## config.mk

```make
export PLATFORM = sky130hd
export DESIGN_NAME = adc_flow_control_config
export DESIGN_NICKNAME = d
export VERILOG_FILES = /design/src/hdl/adc_flow_pkg.sv /design/src/hdl/adc_flow_control_config.sv
export VERILOG_INCLUDE_DIRS = /design/src /design/src/hdl
export SDC_FILE = /design/constraint.sdc
export NUM_CORES = 1
export LEC_CHECK = 0
export BUFFER_PORTS_ARGS = -buffer_cell sky130_fd_sc_hd__buf_2
export CAP_MARGIN = 20
export CELL_PAD_IN_SITES_DETAIL_PLACEMENT = 1
export CELL_PAD_IN_SITES_GLOBAL_PLACEMENT = 2
export CORE_MARGIN = 5
export CORE_UTILIZATION = 27
export CTS_CLUSTER_DIAMETER = 100
export CTS_CLUSTER_SIZE = 24
export DETAILED_ROUTE_END_ITERATION = 6
export PLACE_DENSITY = 0.89
export SYNTH_ARGS = -nofsm -noshare
export SYNTH_HDL_FRONTEND = slang
export SYNTH_SLANG_ARGS = --single-unit
```

## constraint.sdc

```tcl
create_clock -name i_core_clk -period 5.07 [get_ports i_core_clk]
set_input_delay 0.507 -clock i_core_clk [delete_from_list [all_inputs] [get_ports i_core_clk]]
set_output_delay 0.507 -clock i_core_clk [all_outputs]
set_load 0.02 [all_outputs]
```

## src/hdl/adc_flow_params.svh

```systemverilog
// Constants of the converter flow-control configuration slice.
// Assumes an APB slave with byte addresses and 32-bit data.
//
// Behaviour
// - Access bits 11-10 gate flow writes: 00 none, 01 int, 10 bus, 11 both.
// - Store clear: abort or restart mid-conversion drops result, no done flag.
// - Store clear: lone restart before last conversion done: error, abort.
// - Store set: abort or restart mid-conversion stores result, flag and info.
// - Store set: lone restart during the last conversion raises no error.
// - Store set: lone restart while not in the last conversion sets error and abort.
// - Mode bit 8 after restart or end of list: 0 restart mode, 1 trigger mode.
// - Mode, store and access bits writable only if disabled or special access.
`ifndef ADC_FLOW_PARAMS_SVH
`define ADC_FLOW_PARAMS_SVH

// =====================================================================
// Register byte offsets
`define AFC_OFS_CTL0 8'h00
`define AFC_OFS_CTL1 8'h04
`define AFC_OFS_FLOW 8'h08
`define AFC_OFS_STAT 8'h0C
`define AFC_OFS_MASK 8'h10
`define AFC_OFS_RES 8'h14
`define AFC_OFS_INFO 8'h18

// =====================================================================
// Field positions
`define AFC_BIT_EN 15
`define AFC_BIT_ACC_HI 11
`define AFC_BIT_ACC_LO 10
`define AFC_BIT_STORE 9
`define AFC_BIT_MODE 8
`define AFC_BIT_SPECIAL 5
`define AFC_BIT_ERR 0
`define AFC_BIT_DONE 1

// =====================================================================
// Reset values
`define AFC_RST_CTL0 16'h0000
`define AFC_RST_ACC 2'h0
`define AFC_RST_IRQ 2'h0

`endif

```

## src/hdl/adc_flow_pkg.sv

```systemverilog
// Types shared by the flow-control configuration slice.
// Assumes a single 10 MHz core clock domain.
package adc_flow_pkg;

  // APB request from the master
  typedef struct packed {
    logic psel;
    logic penable;
    logic pwrite;
    logic [7:0] paddr;
    logic [31:0] pwdata;
  } apb_req_t;

  // APB answer to the master
  typedef struct packed {
    logic [31:0] prdata;
    logic pready;
    logic pslverr;
  } apb_rsp_t;

  // Conversion flow bits, abort highest
  typedef struct packed {
    logic sequence_abort_bit;
    logic restart_bit;
    logic trigger_bit;
    logic load_ok_bit;
  } flow_bits_t;

  typedef enum logic [1:0] {
    st_idle,
    st_wait_trigger_bit,
    st_run
  } flow_state_t;

endpackage : adc_flow_pkg

```

## src/hdl/adc_flow_control_config.sv

```systemverilog
// Flow-control configuration slice of a converter sequencer.
// Assumes conversion engine and trigger logic on i_core_clk.
//
// The implementer's own choices: register access over APB and the placing of the registers.
`include "adc_flow_params.svh"

module adc_flow_control_config (
  input wire logic i_core_clk,
  input wire logic i_rst_b,
  input wire adc_flow_pkg::apb_req_t i_apb,
  output adc_flow_pkg::apb_rsp_t o_apb,
  input wire logic i_special_mode,
  input wire logic i_int_wr,
  input wire adc_flow_pkg::flow_bits_t i_int_flow,
  input wire logic i_list_active,
  input wire logic i_conv_busy,
  input wire logic i_conv_last,
  input wire logic i_conv_done,
  input wire logic [11:0] i_conv_data,
  input wire logic [5:0] i_conv_index,
  input wire logic i_end_of_list,
  input wire logic i_abort_done,
  output logic o_launch,
  output logic o_conv_discard,
  output logic o_flow_mode,
  output adc_flow_pkg::flow_bits_t o_flow,
  output logic o_irq
);

  // ===================================================================
  // Reset release
  logic rst_meta;
  logic rst_n;

  // Async assert, two-flop release so no flop sees a ragged edge
  always_ff @(posedge i_core_clk or negedge i_rst_b) begin
    if (!i_rst_b) begin
      rst_meta <= 1'b0;
      rst_n <= 1'b0;
    end else begin
      rst_meta <= 1'b1;
      rst_n <= rst_meta;
    end
  end

  // ===================================================================
  // Register state
  logic enable;
  logic special_access;
  logic [1:0] flow_access_select;
  logic store_on_abort;
  logic flow_mode_select;
  adc_flow_pkg::flow_bits_t flow_control_register;
  logic [1:0] irq_status;
  logic [1:0] irq_mask;
  logic [11:0] result;
  logic [5:0] result_info;
  adc_flow_pkg::flow_state_t state;
  logic launch;
  logic discard;

  function automatic logic hit(input logic [7:0] a, input logic [7:0] o);
    hit = (a == o);
  endfunction : hit

  // ===================================================================
  // APB decode
  wire logic acc_phase = i_apb.psel & i_apb.penable;
  wire logic bus_wr = acc_phase & i_apb.pwrite;
  wire logic sel_ctl0 = hit(i_apb.paddr, `AFC_OFS_CTL0);
  wire logic sel_ctl1 = hit(i_apb.paddr, `AFC_OFS_CTL1);
  wire logic sel_flow = hit(i_apb.paddr, `AFC_OFS_FLOW);
  wire logic sel_stat = hit(i_apb.paddr, `AFC_OFS_STAT);
  wire logic sel_mask = hit(i_apb.paddr, `AFC_OFS_MASK);
  wire logic sel_res = hit(i_apb.paddr, `AFC_OFS_RES);
  wire logic sel_info = hit(i_apb.paddr, `AFC_OFS_INFO);
  wire logic mapped = sel_ctl0 | sel_ctl1 | sel_flow | sel_stat |
    sel_mask | sel_res | sel_info;

  // Configuration lock while the converter runs
  wire logic cfg_wr_ok = ~enable | special_access;

  // ===================================================================
  // Flow-control requests, each path gated by its access bit
  wire logic bus_flow_wr = bus_wr & sel_flow &
    flow_access_select[1];
  wire logic int_flow_wr = i_int_wr &
    flow_access_select[0];
  wire adc_flow_pkg::flow_bits_t bus_req =
    bus_flow_wr ? i_apb.pwdata[3:0] : 4'h0;
  wire adc_flow_pkg::flow_bits_t int_req =
    int_flow_wr ? i_int_flow : 4'h0;
  // Software and trigger logic share the bits by OR
  wire adc_flow_pkg::flow_bits_t req = bus_req | int_req;

  wire logic abort_evt = req.sequence_abort_bit;
  wire logic restart_evt = req.restart_bit;
  wire logic cut_evt = (abort_evt | restart_evt) & i_conv_busy;

  // Lone restart while a list runs; last conversion spared if storing
  wire logic lone_restart = restart_evt & ~abort_evt &
    ~flow_control_register.sequence_abort_bit;
  wire logic restart_err = lone_restart & i_list_active &
    (store_on_abort ? ~i_conv_last : 1'b1);

  // Result capture: cut conversions store only with store-on-abort
  wire logic store_cut = cut_evt & store_on_abort;
  wire logic drop_cut = cut_evt & ~store_on_abort;
  wire logic store_now = store_cut | (i_conv_done & ~cut_evt);

  // ===================================================================
  // Next values of the flow register
  wire logic next_sequence_abort_bit = (flow_control_register.sequence_abort_bit &
    ~i_abort_done) | abort_evt | restart_err;
  wire logic next_load_ok_bit = (flow_control_register.load_ok_bit &
    ~restart_evt) | req.load_ok_bit;

  // Interrupt status: hardware set wins over write-one-clear
  wire logic [1:0] irq_set = {store_now, restart_err};
  wire logic [1:0] irq_clr = (bus_wr & sel_stat) ?
    i_apb.pwdata[1:0] : 2'h0;
  wire logic [1:0] next_status = (irq_status & ~irq_clr) | irq_set;

  // ===================================================================
  // Control registers 0 and 1
  always_ff @(posedge i_core_clk or negedge rst_n) begin
    if (!rst_n) begin
      enable <= 1'b0;
      flow_access_select <= `AFC_RST_ACC;
      store_on_abort <= 1'b0;
      flow_mode_select <= 1'b0;
    end else if (bus_wr && sel_ctl0) begin
      enable <= i_apb.pwdata[`AFC_BIT_EN];
      if (cfg_wr_ok) begin
        flow_access_select <=
          i_apb.pwdata[`AFC_BIT_ACC_HI:`AFC_BIT_ACC_LO];
        store_on_abort <= i_apb.pwdata[`AFC_BIT_STORE];
        flow_mode_select <= i_apb.pwdata[`AFC_BIT_MODE];
      end
    end
  end

  // Special access lives only inside special mode
  always_ff @(posedge i_core_clk or negedge rst_n) begin
    if (!rst_n) begin
      special_access <= 1'b0;
    end else if (!i_special_mode) begin
      special_access <= 1'b0;
    end else if (bus_wr && sel_ctl1) begin
      special_access <= i_apb.pwdata[`AFC_BIT_SPECIAL];
    end
  end

  // ===================================================================
  // Flow register: restart and trigger are one-cycle requests
  always_ff @(posedge i_core_clk or negedge rst_n) begin
    if (!rst_n) begin
      flow_control_register <= 4'h0;
    end else begin
      flow_control_register <= {next_sequence_abort_bit, req.restart_bit,
        req.trigger_bit, next_load_ok_bit};
    end
  end

  // ===================================================================
  // Interrupt status and mask
  always_ff @(posedge i_core_clk or negedge rst_n) begin
    if (!rst_n) begin
      irq_status <= `AFC_RST_IRQ;
      irq_mask <= `AFC_RST_IRQ;
    end else begin
      irq_status <= next_status;
      if (bus_wr && sel_mask) begin
        irq_mask <= i_apb.pwdata[1:0];
      end
    end
  end

  // ===================================================================
  // Result and intermediate result information
  always_ff @(posedge i_core_clk or negedge rst_n) begin
    if (!rst_n) begin
      result <= 12'h000;
      result_info <= 6'h00;
      discard <= 1'b0;
    end else begin
      discard <= drop_cut;
      if (store_now) begin
        result <= i_conv_data;
        result_info <= i_conv_index;
      end
    end
  end

  // ===================================================================
  // Flow sequencer: mode decides what follows restart and end of list
  always_ff @(posedge i_core_clk or negedge rst_n) begin
    if (!rst_n) begin
      state <= adc_flow_pkg::st_idle;
      launch <= 1'b0;
    end else begin
      launch <= 1'b0;
      if (restart_evt) begin
        if (flow_mode_select) begin
          state <= adc_flow_pkg::st_wait_trigger_bit;
        end else begin
          state <= adc_flow_pkg::st_run;
          launch <= 1'b1;
        end
      end else begin
        unique case (state)
          adc_flow_pkg::st_idle: begin
          end
          adc_flow_pkg::st_wait_trigger_bit: begin
            if (req.trigger_bit) begin
              state <= adc_flow_pkg::st_run;
              launch <= 1'b1;
            end
          end
          adc_flow_pkg::st_run: begin
            if (i_end_of_list) begin
              state <= flow_mode_select ? adc_flow_pkg::st_wait_trigger_bit :
                adc_flow_pkg::st_idle;
            end
          end
          default: begin
            state <= adc_flow_pkg::st_idle;
          end
        endcase
      end
    end
  end

  // ===================================================================
  // Read mux; zero wait states, unmapped answers with pslverr
  logic [31:0] rd_data;
  always_comb begin
    rd_data = 32'h0000_0000;
    if (sel_ctl0) begin
      rd_data[`AFC_BIT_EN] = enable;
      rd_data[`AFC_BIT_ACC_HI:`AFC_BIT_ACC_LO] = flow_access_select;
      rd_data[`AFC_BIT_STORE] = store_on_abort;
      rd_data[`AFC_BIT_MODE] = flow_mode_select;
    end
    if (sel_ctl1) rd_data[`AFC_BIT_SPECIAL] = special_access;
    if (sel_flow) rd_data[3:0] = flow_control_register;
    if (sel_stat) rd_data[1:0] = irq_status;
    if (sel_mask) rd_data[1:0] = irq_mask;
    if (sel_res) rd_data[11:0] = result;
    if (sel_info) rd_data[5:0] = result_info;
  end

  assign o_apb.prdata = rd_data;
  assign o_apb.pready = 1'b1;
  assign o_apb.pslverr = acc_phase & ~mapped;
  assign o_launch = launch;
  assign o_conv_discard = discard;
  assign o_flow_mode = flow_mode_select;
  assign o_flow = flow_control_register;
  assign o_irq = |(irq_status & irq_mask);

  // Anything that may start a list one cycle later
  wire logic launch_cause = restart_evt | req.trigger_bit;
endmodule : adc_flow_control_config

```

==> flow_metrics.tcl, run 1 <==
set metrics [dict create \
    run_status "completed" \
    critPathMaxStageDelay_ns 0.89 \
    worstSkewPairLatency_ns 0.28 \
    die_w_um 98.86 \
    antenna_found_initial 0 \
    syn_avg_cell_area_um2 10.88 \
    clkPwrFrac 0.374 \
    crit_type "input pin to flip-flop" \
    p_sw_frac 0.2402 \
    synthCells 196 \
    viasPerCell 4.480 \
    layout_min_cycle_time_ns 2.816 \
    clock_skew_ns 0.006429 \
    via_count 1671 \
    root_buffer "clkbuf_8" \
    yosys_register_bits 38 \
    holdWs_ns 0.2798 \
    grt_pass1_vias 1895 \
    placedInstanceArea_um2 2506 \
    yosysWarnings 0 \
    dp_hpwl_um 4856 \
    initial_core_util 0.2759 \
    hold_violations 0 \
    synth_cell_types 44 \
    cts_buffers 5 \
    routabilityCongestion 0.7303 \
    cts-htree-levels 2 \
    worst_setup_path_start_kind "input pin" \
    die_h_um 98.86 \
    peakVddDrop_uv 117.6 \
    io_pins 117 \
    powerDensity_nw_per_um2 262.3 \
    critPathCaptureType "flip-flop" \
    p_switching_mw 0.1656 \
    combPwrFrac 0.138 \
    dr.pass1.iters 4 \
    critPathRequiredTime_ns 5.24 \
    post_cts_resized 0 \
    rsz0062_at_grt "no" \
    period_share 0.5553 \
    relSlewSlack 0.2853 \
    async_flop_share 1.000 \
    drcViolationCount 0 \
    synth_flop_cell "dfrtp_1" \
    die_area_um2 9773 \
    final_cell_mix "buf_2 (74), dfrtp_1 (38), conb_1 (21), nand2_1 (18), mux2_2 (16)" \
    gr-usage-all-layers 0.1236 \
    netlist_area_um2 2132 \
    grt_overflow 0 \
    fmax_mhz 355.2 \
    fp-row-count 32 \
    antenna_cells 0 \
    syn2layout_area_growth_pct 23.30 \
    drt_wl_total_um 5981 \
    synth-edff-count 0 \
    finalNetCount 346 \
    setup_viol 0 \
    grt_pass1_wl_um 9494 \
    p_int_mw 0.5239 \
    p_leak_nw 1.308 \
    drive_gt1_frac 0.4133 \
    tightest_slew_ns 1.072 \
    synth-seq-area-share 0.4460 \
    tritoncts "yes" \
    postRouteAntennaNets 0 \
    max-clock-path-buffers 2 \
    layout_setup_ws_ns 2.254 \
    cap_violations 0 \
    crit_fanout 19 \
    p_total_mw 0.6896 \
    power_frac_seq 0.489 \
    cts.sinks 38 \
    port_buffers 74 \
    drtIter0Drc 39 \
    hold_class "flip-flop to async pin" \
    arrival_ns 2.98 \
    critPathSlowestCell "o22a_1" \
    post-place-ws_ns 1.907 \
    final_common_cell "buf_2" \
    drv_slew 0 \
    fin_tns_setup_ns 0 \
    grt_start_max_net_pins 22 \
    post_cts_buffers 0 \
    clkTransAtPathRegs_ns 0.07 \
    design.core.area_um2 7727 \
    wl_per_cell_um 16.03 \
    fin_area_um2 2629 \
    cp_cell_sequence "buf_2 -> or4b_1 -> nor4_1 -> o22a_1 -> mux2_2" \
]
## synth_stat cells, drive strengths merged, types with 2 or more instances
cell     n  area [um^2]
nor4     2        12.51
nor2b    4        25.02
a31oi    4        25.02
and2     4        25.02
nand3    3        15.01
nand2b   4        25.02
nand2   18        67.56
nor3     4        31.28
mux2    25        315.3
nor2     7        26.28
a21oi    5        28.78
nor4b    2        17.52
nand4    2        12.51
a22o     9        78.83
buf     25        198.9
dfrtp   38        950.9
nor3b    2        15.01
nand3b   3        22.52
and3     2        12.51
a22oi    6        45.04
conb     2        7.510
mux2i    2        20.02
clkbuf   3        11.26
o21ai    4        20.02
inv      3        11.26
## power by group through the flow
| stage | registers, mW | clock network [mW] | logic [mW] |
|---|---|---|---|
| after floorplan | 0.342 | 0 | 0.0693 |
| after global placement | 0.342 | 0 | 0.0919 |
| after detailed placement | 0.343 | 0 | 0.0953 |
| after CTS | 0.337 | 0.270 | 0.0963 |
| after global routing | 0.339 | 0.284 | 0.105 |
| final | 0.337 | 0.258 | 0.0949 |
## final cells by class
| cell class | count | area [um^2] |
|---|---|---|
| fill | 907 | 5099 |
| multi-input combinational | 146 | 1031 |
| sequential | 38 | 950.9 |
| timing repair buffer | 77 | 395.4 |
| tap | 102 | 127.6 |
| clock buffer | 6 | 82.58 |
| clock inverter | 1 | 30.03 |
| inverter | 3 | 11.26 |
## logic make-up (layout without fill, tap and decap cells)
logic type | after synthesis | after routing | share of synthesized area
simple gates | 62 | 62 | 0.1626
flops | 38 | 38 | 0.4460
compound gates | 36 | 36 | 0.1268
buf+inv | 31 | 87 | 0.1039
mux | 27 | 27 | 0.1573
other cells | 2 | 21 | 0.003522
## metal layers
metal	wire, um	global-route usage	vias up
met2	3103	0.2175	51
met1	2492	0.1517	804
met3	356	0.03468	4
met5	0	0	-
met4	29	0.02206	0
li1	-	-	812
## final timing paths
| path | from | end | slack (ns) | cells after the start |
|---|---|---|---|---|
| max reg2reg | flow_access_select[1]$_DFFE_PN0P_ | result[10]$_DFFE_PN0P_ | 2.78 | 4 |
| min in group i_core_clk | rst_meta$_DFF_PN0_ | rst_n$_DFF_PN0_ | 0.36 | 0 |
| min | rst_n$_DFF_PN0_ | result[7]$_DFFE_PN0P_ | 0.28 | 0 |
| max | i_apb[33] | result[10]$_DFFE_PN0P_ | 2.25 | 5 |
| min reg2reg | rst_n$_DFF_PN0_ | result[7]$_DFFE_PN0P_ | 0.28 | 0 |
| max in group asynchronous | rst_n$_DFF_PN0_ | state[0]$_DFFE_PN0P_ | 4.03 | 1 |
## state kept, by name (all words and copies together) (netlist names)
register,flops
irq_mask,2
rst_meta,1
o_launch,1
result,12
result_info,6
o_conv_discard,1
special_access,1
o_flow_mode,1
o_flow,4
rst_n,1
irq_status,2
flow_access_select,2
enable,1
state,2
store_on_abort,1
## repair_timing
item / CTS / global route
hold buffers: 1 / 0
setup endpoints to repair: 0 / 0
endpoints found under the hold margin: 2 / 0
## stage by stage
step / instances / utilization
3_5_place_dp: 365 / 0.3243
6_report: 373 / 0.3402
5_1_grt: 373 / 0.3402
2_1_floorplan: 215 / -
3_3_place_gp: 365 / 0.3243
4_1_cts: 373 / 0.3402
## critical path, delay by kind of cell
kind / cells / cell delay (ns)
AOI/OAI and AO/OA: 1 / 0.89
buffers and inverters: 1 / 0.13
muxes: 1 / 0.43
and+or+nand+nor: 2 / 1.02
Power figures use the tool's default switching activity.
==> run 2: changes to the inputs <==
--- a/config.mk
+++ b/config.mk
@@ -11,11 +11,11 @@
 export CELL_PAD_IN_SITES_DETAIL_PLACEMENT = 1
 export CELL_PAD_IN_SITES_GLOBAL_PLACEMENT = 2
 export CORE_MARGIN = 5
-export CORE_UTILIZATION = 27
+export CORE_UTILIZATION = 23
 export CTS_CLUSTER_DIAMETER = 100
 export CTS_CLUSTER_SIZE = 24
 export DETAILED_ROUTE_END_ITERATION = 6
-export PLACE_DENSITY = 0.89
+export PLACE_DENSITY = 0.81
 export SYNTH_ARGS = -nofsm -noshare
 export SYNTH_HDL_FRONTEND = slang
 export SYNTH_SLANG_ARGS = --single-unit
==> constraint.sdc (replaced) <==
create_clock -name i_core_clk -period 2.5 [get_ports i_core_clk]
set_input_delay 0.25 -clock i_core_clk [delete_from_list [all_inputs] [get_ports i_core_clk]]
set_output_delay 0.25 -clock i_core_clk [all_outputs]
set_load 0.02 [all_outputs]
==> flow_metrics.tcl, run 2 (synthesis gave the netlist of run 1 again) <==
set metrics [dict create \
    drive_gt1_frac 0.4260 \
    arrival_ns 1.80 \
    run_status "completed" \
    cp_cell_sequence "buf_2 -> or4b_1 -> buf_4 -> nor2_1 -> a22oi_1 -> nand2_1 -> buf_2" \
    power_frac_seq 0.529 \
    hold_class "input pin to flip-flop" \
    dp_hpwl_um 5089 \
    powerDensity_nw_per_um2 481.4 \
    critPathRequiredTime_ns 2.25 \
    cpMostUsedCell "buf_2" \
    die_h_um 106.3 \
    initial_core_util 0.2329 \
    final_cells 388 \
    clock_skew_ns 0.006655 \
    cts-htree-levels 2 \
    critPathMaxStageDelay_ns 0.66 \
    cts.sinks 38 \
    cpLargestDelayFamily "simple AND/OR/NAND/NOR gates" \
    top_register "result" \
    syn2layout_area_growth_pct 26.06 \
    p_leak_nw 1.338 \
    clkPwrFrac 0.316 \
    p_total_mw 1.294 \
    cap_violations 0 \
    critPathCaptureType "primary output" \
    finalNetCount 353 \
    post_cts_buffers 0 \
    critPathSlowestCell "or4b_1" \
    path_buf_inv 3 \
    final_common_cell "buf_2" \
    grt_pass1_wl_um 9715 \
    port_buffers 74 \
    design.core.area_um2 9153 \
    fin_area_um2 2688 \
    clkTransAtPathRegs_ns 0.07 \
    viasPerCell 4.436 \
    combPwrFrac 0.156 \
    hold_violations 0 \
    gr-usage-all-layers 0.1096 \
    max-clock-path-buffers 2 \
    crit_fanout 6 \
    setup_viol 0 \
    antenna_cells 0 \
    drt_wl_total_um 6190 \
    wl_per_cell_um 15.95 \
    drtIter0Drc 33 \
    worst_setup_path_start_kind "input pin" \
    placedInstanceArea_um2 2595 \
    p_int_mw 0.9635 \
    dr.pass1.iters 4 \
    post_cts_resized 0 \
    fmax_mhz 488.9 \
    drcViolationCount 0 \
    peakVddDrop_uv 229.1 \
    tightest_slew_ns 0.6990 \
    placed_cells 381 \
    antenna_found_initial 0 \
    fin_tns_setup_ns 0 \
    p_sw_frac 0.2552 \
    relSlewSlack 0.5297 \
    period_share 0.8182 \
    die_w_um 106.3 \
    fp-row-count 35 \
    largest_reg_flops 12 \
    p_switching_mw 0.3302 \
    grt_overflow 0 \
    root_buffer "clkbuf_8" \
    rsz0062_at_grt "no" \
    cts_buffers 5 \
    via_count 1721 \
    ctsHoldBuffers 1 \
    tritoncts "yes" \
    final_cell_mix "buf_2 (74), dfrtp_1 (38), conb_1 (21), nand2_1 (18), mux2_2 (16)" \
    die_area_um2 11300 \
    worstSkewPairLatency_ns 0.28 \
    routabilityCongestion 0.7763 \
    grt_pass1_vias 1888 \
    drv_slew 0 \
    crit_type "input pin to primary output" \
    layout_min_cycle_time_ns 2.046 \
    postRouteAntennaNets 0 \
    grt_start_max_net_pins 23 \
    io_pins 117 \
]
[run 2: final timing paths]
check / start / end / depth (start not counted) / slack [ns]
setup / recovery: i_apb[33] / o_apb[4] / 7 / 0.45
hold / removal: i_conv_index[5] / result_info[5]$_DFFE_PN0P_ / 2 / 0.19
setup reg to reg: flow_access_select[1]$_DFFE_PN0P_ / result_info[1]$_DFFE_PN0P_ / 5 / 0.76
hold reg to reg: rst_n$_DFF_PN0_ / result[3]$_DFFE_PN0P_ / 0 / 0.27
max in group asynchronous: rst_n$_DFF_PN0_ / flow_access_select[1]$_DFFE_PN0P_ / 1 / 1.67
min in group asynchronous: rst_n$_DFF_PN0_ / result[3]$_DFFE_PN0P_ / 0 / 0.27
[run 2: area by class of cell]
type	instances	area, um^2
Tap cell	111	138.9
Inverter	3	11.26
Sequential cell	38	950.9
Timing Repair Buffer	84	473.0
Clock buffer	6	82.58
Multi-Input combinational cell	146	1031
Fill cell	1070	6465
[run 2: layer usage]
layer / share of wire / track usage
met5: 0 / 0
met3: 0.062 / 0.03036
met1: 0.42 / 0.1335
met2: 0.51 / 0.1932
met4: 0.0031 / 0.02220
[run 2: stage by stage]
step,hold WS [ns],utilization,setup WS (ns)
3_3_place_gp,0.04230,0.2835,0.2235
3_5_place_dp,0.04049,0.2835,0.2018
6_report,0.1918,0.2936,0.4545
4_1_cts,0.1823,0.2936,0.4202
5_1_grt,0.1829,0.2936,0.3514
2_1_floorplan,-0.04559,-,0.3945
[run 2: power by group through the flow]
stage                     registers, mW  clock network [mW]  logic [mW]
after detailed placement          0.696                   0       0.202
final                             0.684               0.409       0.201
after global routing              0.689               0.453       0.222
after global placement            0.694                   0       0.198
after floorplan                   0.693                   0       0.141
after CTS                         0.685               0.429       0.204
==> run 3: changes to the inputs <==
--- a/config.mk
+++ b/config.mk
@@ -11,11 +11,11 @@
 export CELL_PAD_IN_SITES_DETAIL_PLACEMENT = 1
 export CELL_PAD_IN_SITES_GLOBAL_PLACEMENT = 2
 export CORE_MARGIN = 5
-export CORE_UTILIZATION = 23
+export CORE_UTILIZATION = 26
 export CTS_CLUSTER_DIAMETER = 100
 export CTS_CLUSTER_SIZE = 24
 export DETAILED_ROUTE_END_ITERATION = 6
-export PLACE_DENSITY = 0.81
+export PLACE_DENSITY = 0.86
 export SYNTH_ARGS = -nofsm -noshare
 export SYNTH_HDL_FRONTEND = slang
 export SYNTH_SLANG_ARGS = --single-unit
==> constraint.sdc (replaced) <==
create_clock -name i_core_clk -period 2 [get_ports i_core_clk]
set_input_delay 0.2 -clock i_core_clk [delete_from_list [all_inputs] [get_ports i_core_clk]]
set_output_delay 0.2 -clock i_core_clk [all_outputs]
set_load 0.02 [all_outputs]
==> flow_metrics.tcl, run 3 (synthesis gave the netlist of run 1 again) <==
set metrics [dict create \
    initial_core_util 0.2635 \
    die_area_um2 10110 \
    rsz0062_at_grt "no" \
    gr-usage-all-layers 0.1237 \
    tritoncts "yes" \
    clkTransAtPathRegs_ns 0.07 \
    peakVddDrop_uv 360.4 \
    top_register "result" \
    clkPwrFrac 0.357 \
    root_buffer "clkbuf_8" \
    antenna_cells 0 \
    critPathCaptureType "primary output" \
    p_int_mw 1.323 \
    io_pins 117 \
    worst_setup_path_start_kind "input pin" \
    drtIter0Drc 52 \
    placedInstanceArea_um2 2704 \
    cts.sinks 38 \
    finalNetCount 368 \
    combPwrFrac 0.155 \
    fp-row-count 33 \
    grt_start_max_net_pins 22 \
    drcViolationCount 0 \
    wl_per_cell_um 15.24 \
    die_w_um 100.6 \
    p_total_mw 1.743 \
    max-clock-path-buffers 2 \
    cts-htree-levels 2 \
    dp_hpwl_um 5132 \
    fin_tns_setup_ns 0 \
    largest_reg_flops 12 \
    clock_skew_ns 0.004210 \
    postRouteAntennaNets 0 \
    antenna_found_initial 0 \
    p_switching_mw 0.4205 \
    viasPerCell 4.431 \
    drive_gt1_frac 0.4592 \
    design.core.area_um2 8093 \
    cts_buffers 5 \
    layout_min_cycle_time_ns 1.871 \
    syn2layout_area_growth_pct 32.45 \
    power_frac_seq 0.487 \
    powerDensity_nw_per_um2 617.4 \
    cap_violations 0 \
    p_sw_frac 0.2412 \
    via_count 1768 \
    dr.pass1.iters 4 \
    fmax_mhz 534.6 \
    grt_pass1_vias 1991 \
    die_h_um 100.6 \
    critPathRequiredTime_ns 1.80 \
    final_common_cell "buf_2" \
    run_status "completed" \
    drv_slew 0 \
    fin_area_um2 2824 \
    hold_violations 0 \
    worstSkewPairLatency_ns 0.28 \
    layout_setup_ws_ns 0.1295 \
    drt_wl_total_um 6079 \
    holdWs_ns 0.1415 \
    routabilityCongestion 0.7330 \
    grt_pass1_wl_um 9791 \
    period_share 0.9353 \
    hold_class "input pin to flip-flop" \
    setup_viol 0 \
    post-place-ws_ns -0.1604 \
    crit_type "input pin to primary output" \
    port_buffers 74 \
    p_leak_nw 1.422 \
    crit_fanout 5 \
    arrival_ns 1.67 \
    final_cell_mix "buf_2 (74), dfrtp_1 (38), buf_4 (22), conb_1 (21), nand2_1 (18)" \
    grt_overflow 0 \
]
[run 3: timing repair]
| action | CTS | global route |
|---|---|---|
| endpoints found under the hold margin | 2 | 0 |
| resized for setup | 0 | 1 |
| setup buffers | 0 | 0 |
| setup endpoints to repair | 0 | 1 |
| hold buffers | 1 | 0 |
[run 3: cell type report]
type                       count  area, um^2
clock buffer                   7       76.32
clock inverter                 1       30.03
fill                         964        5269
inverter                       3       11.26
multi-input combinational    146        1039
sequential                    38       950.9
tap                          105       131.4
timing repair buffer          99       585.6
[run 3: critical path: stages]
cell and delay, ns:
buf_2 0.11, or4_4 0.58, buf_4 0.17, nor2b_1 0.15, buf_4 0.17, a22o_1 0.13
buf_2 0.16
[run 3: power by group through the flow]
stage	Sequential [mW]	Clock, mW	Combinational, mW
3_3_place_gp	0.860	0	0.265
6_report	0.850	0.623	0.271
4_1_cts	0.850	0.654	0.273
2_1_floorplan	0.867	0	0.177
3_5_place_dp	0.865	0	0.271
5_1_grt	0.855	0.681	0.300
[run 3: final timing paths]
| kind | startpoint | to | slack, ns | cells past startpoint |
|---|---|---|---|---|
| min in group asynchronous | rst_n$_DFF_PN0_ | result[6]$_DFFE_PN0P_ | 0.21 | 1 |
| setup / recovery | i_apb[39] | o_apb[11] | 0.13 | 7 |
| hold / removal | i_conv_data[10] | result[10]$_DFFE_PN0P_ | 0.14 | 2 |
| max in group asynchronous | rst_n$_DFF_PN0_ | irq_mask[0]$_DFFE_PN0P_ | 1.54 | 1 |
| hold reg to reg | rst_n$_DFF_PN0_ | result[6]$_DFFE_PN0P_ | 0.21 | 1 |
| setup reg to reg | flow_access_select[1]$_DFFE_PN0P_ | result[9]$_DFFE_PN0P_ | 0.20 | 5 |
[run 3: metrics by stage]
step,util,instances
2_1_floorplan,-,215
3_3_place_gp,0.3341,390
3_5_place_dp,0.3341,390
4_1_cts,0.3485,399
5_1_grt,0.3489,399
6_report,0.3489,399
[run 3: per-layer routing]
metal,vias up,share of wire,wire (um),track usage
met5,-,0,0,0
met3,5,0.065,395,0.03668
met4,0,0.0084,51,0.02591
met1,852,0.42,2561,0.1557
met2,56,0.51,3071,0.2100
li1,855,-,-,-
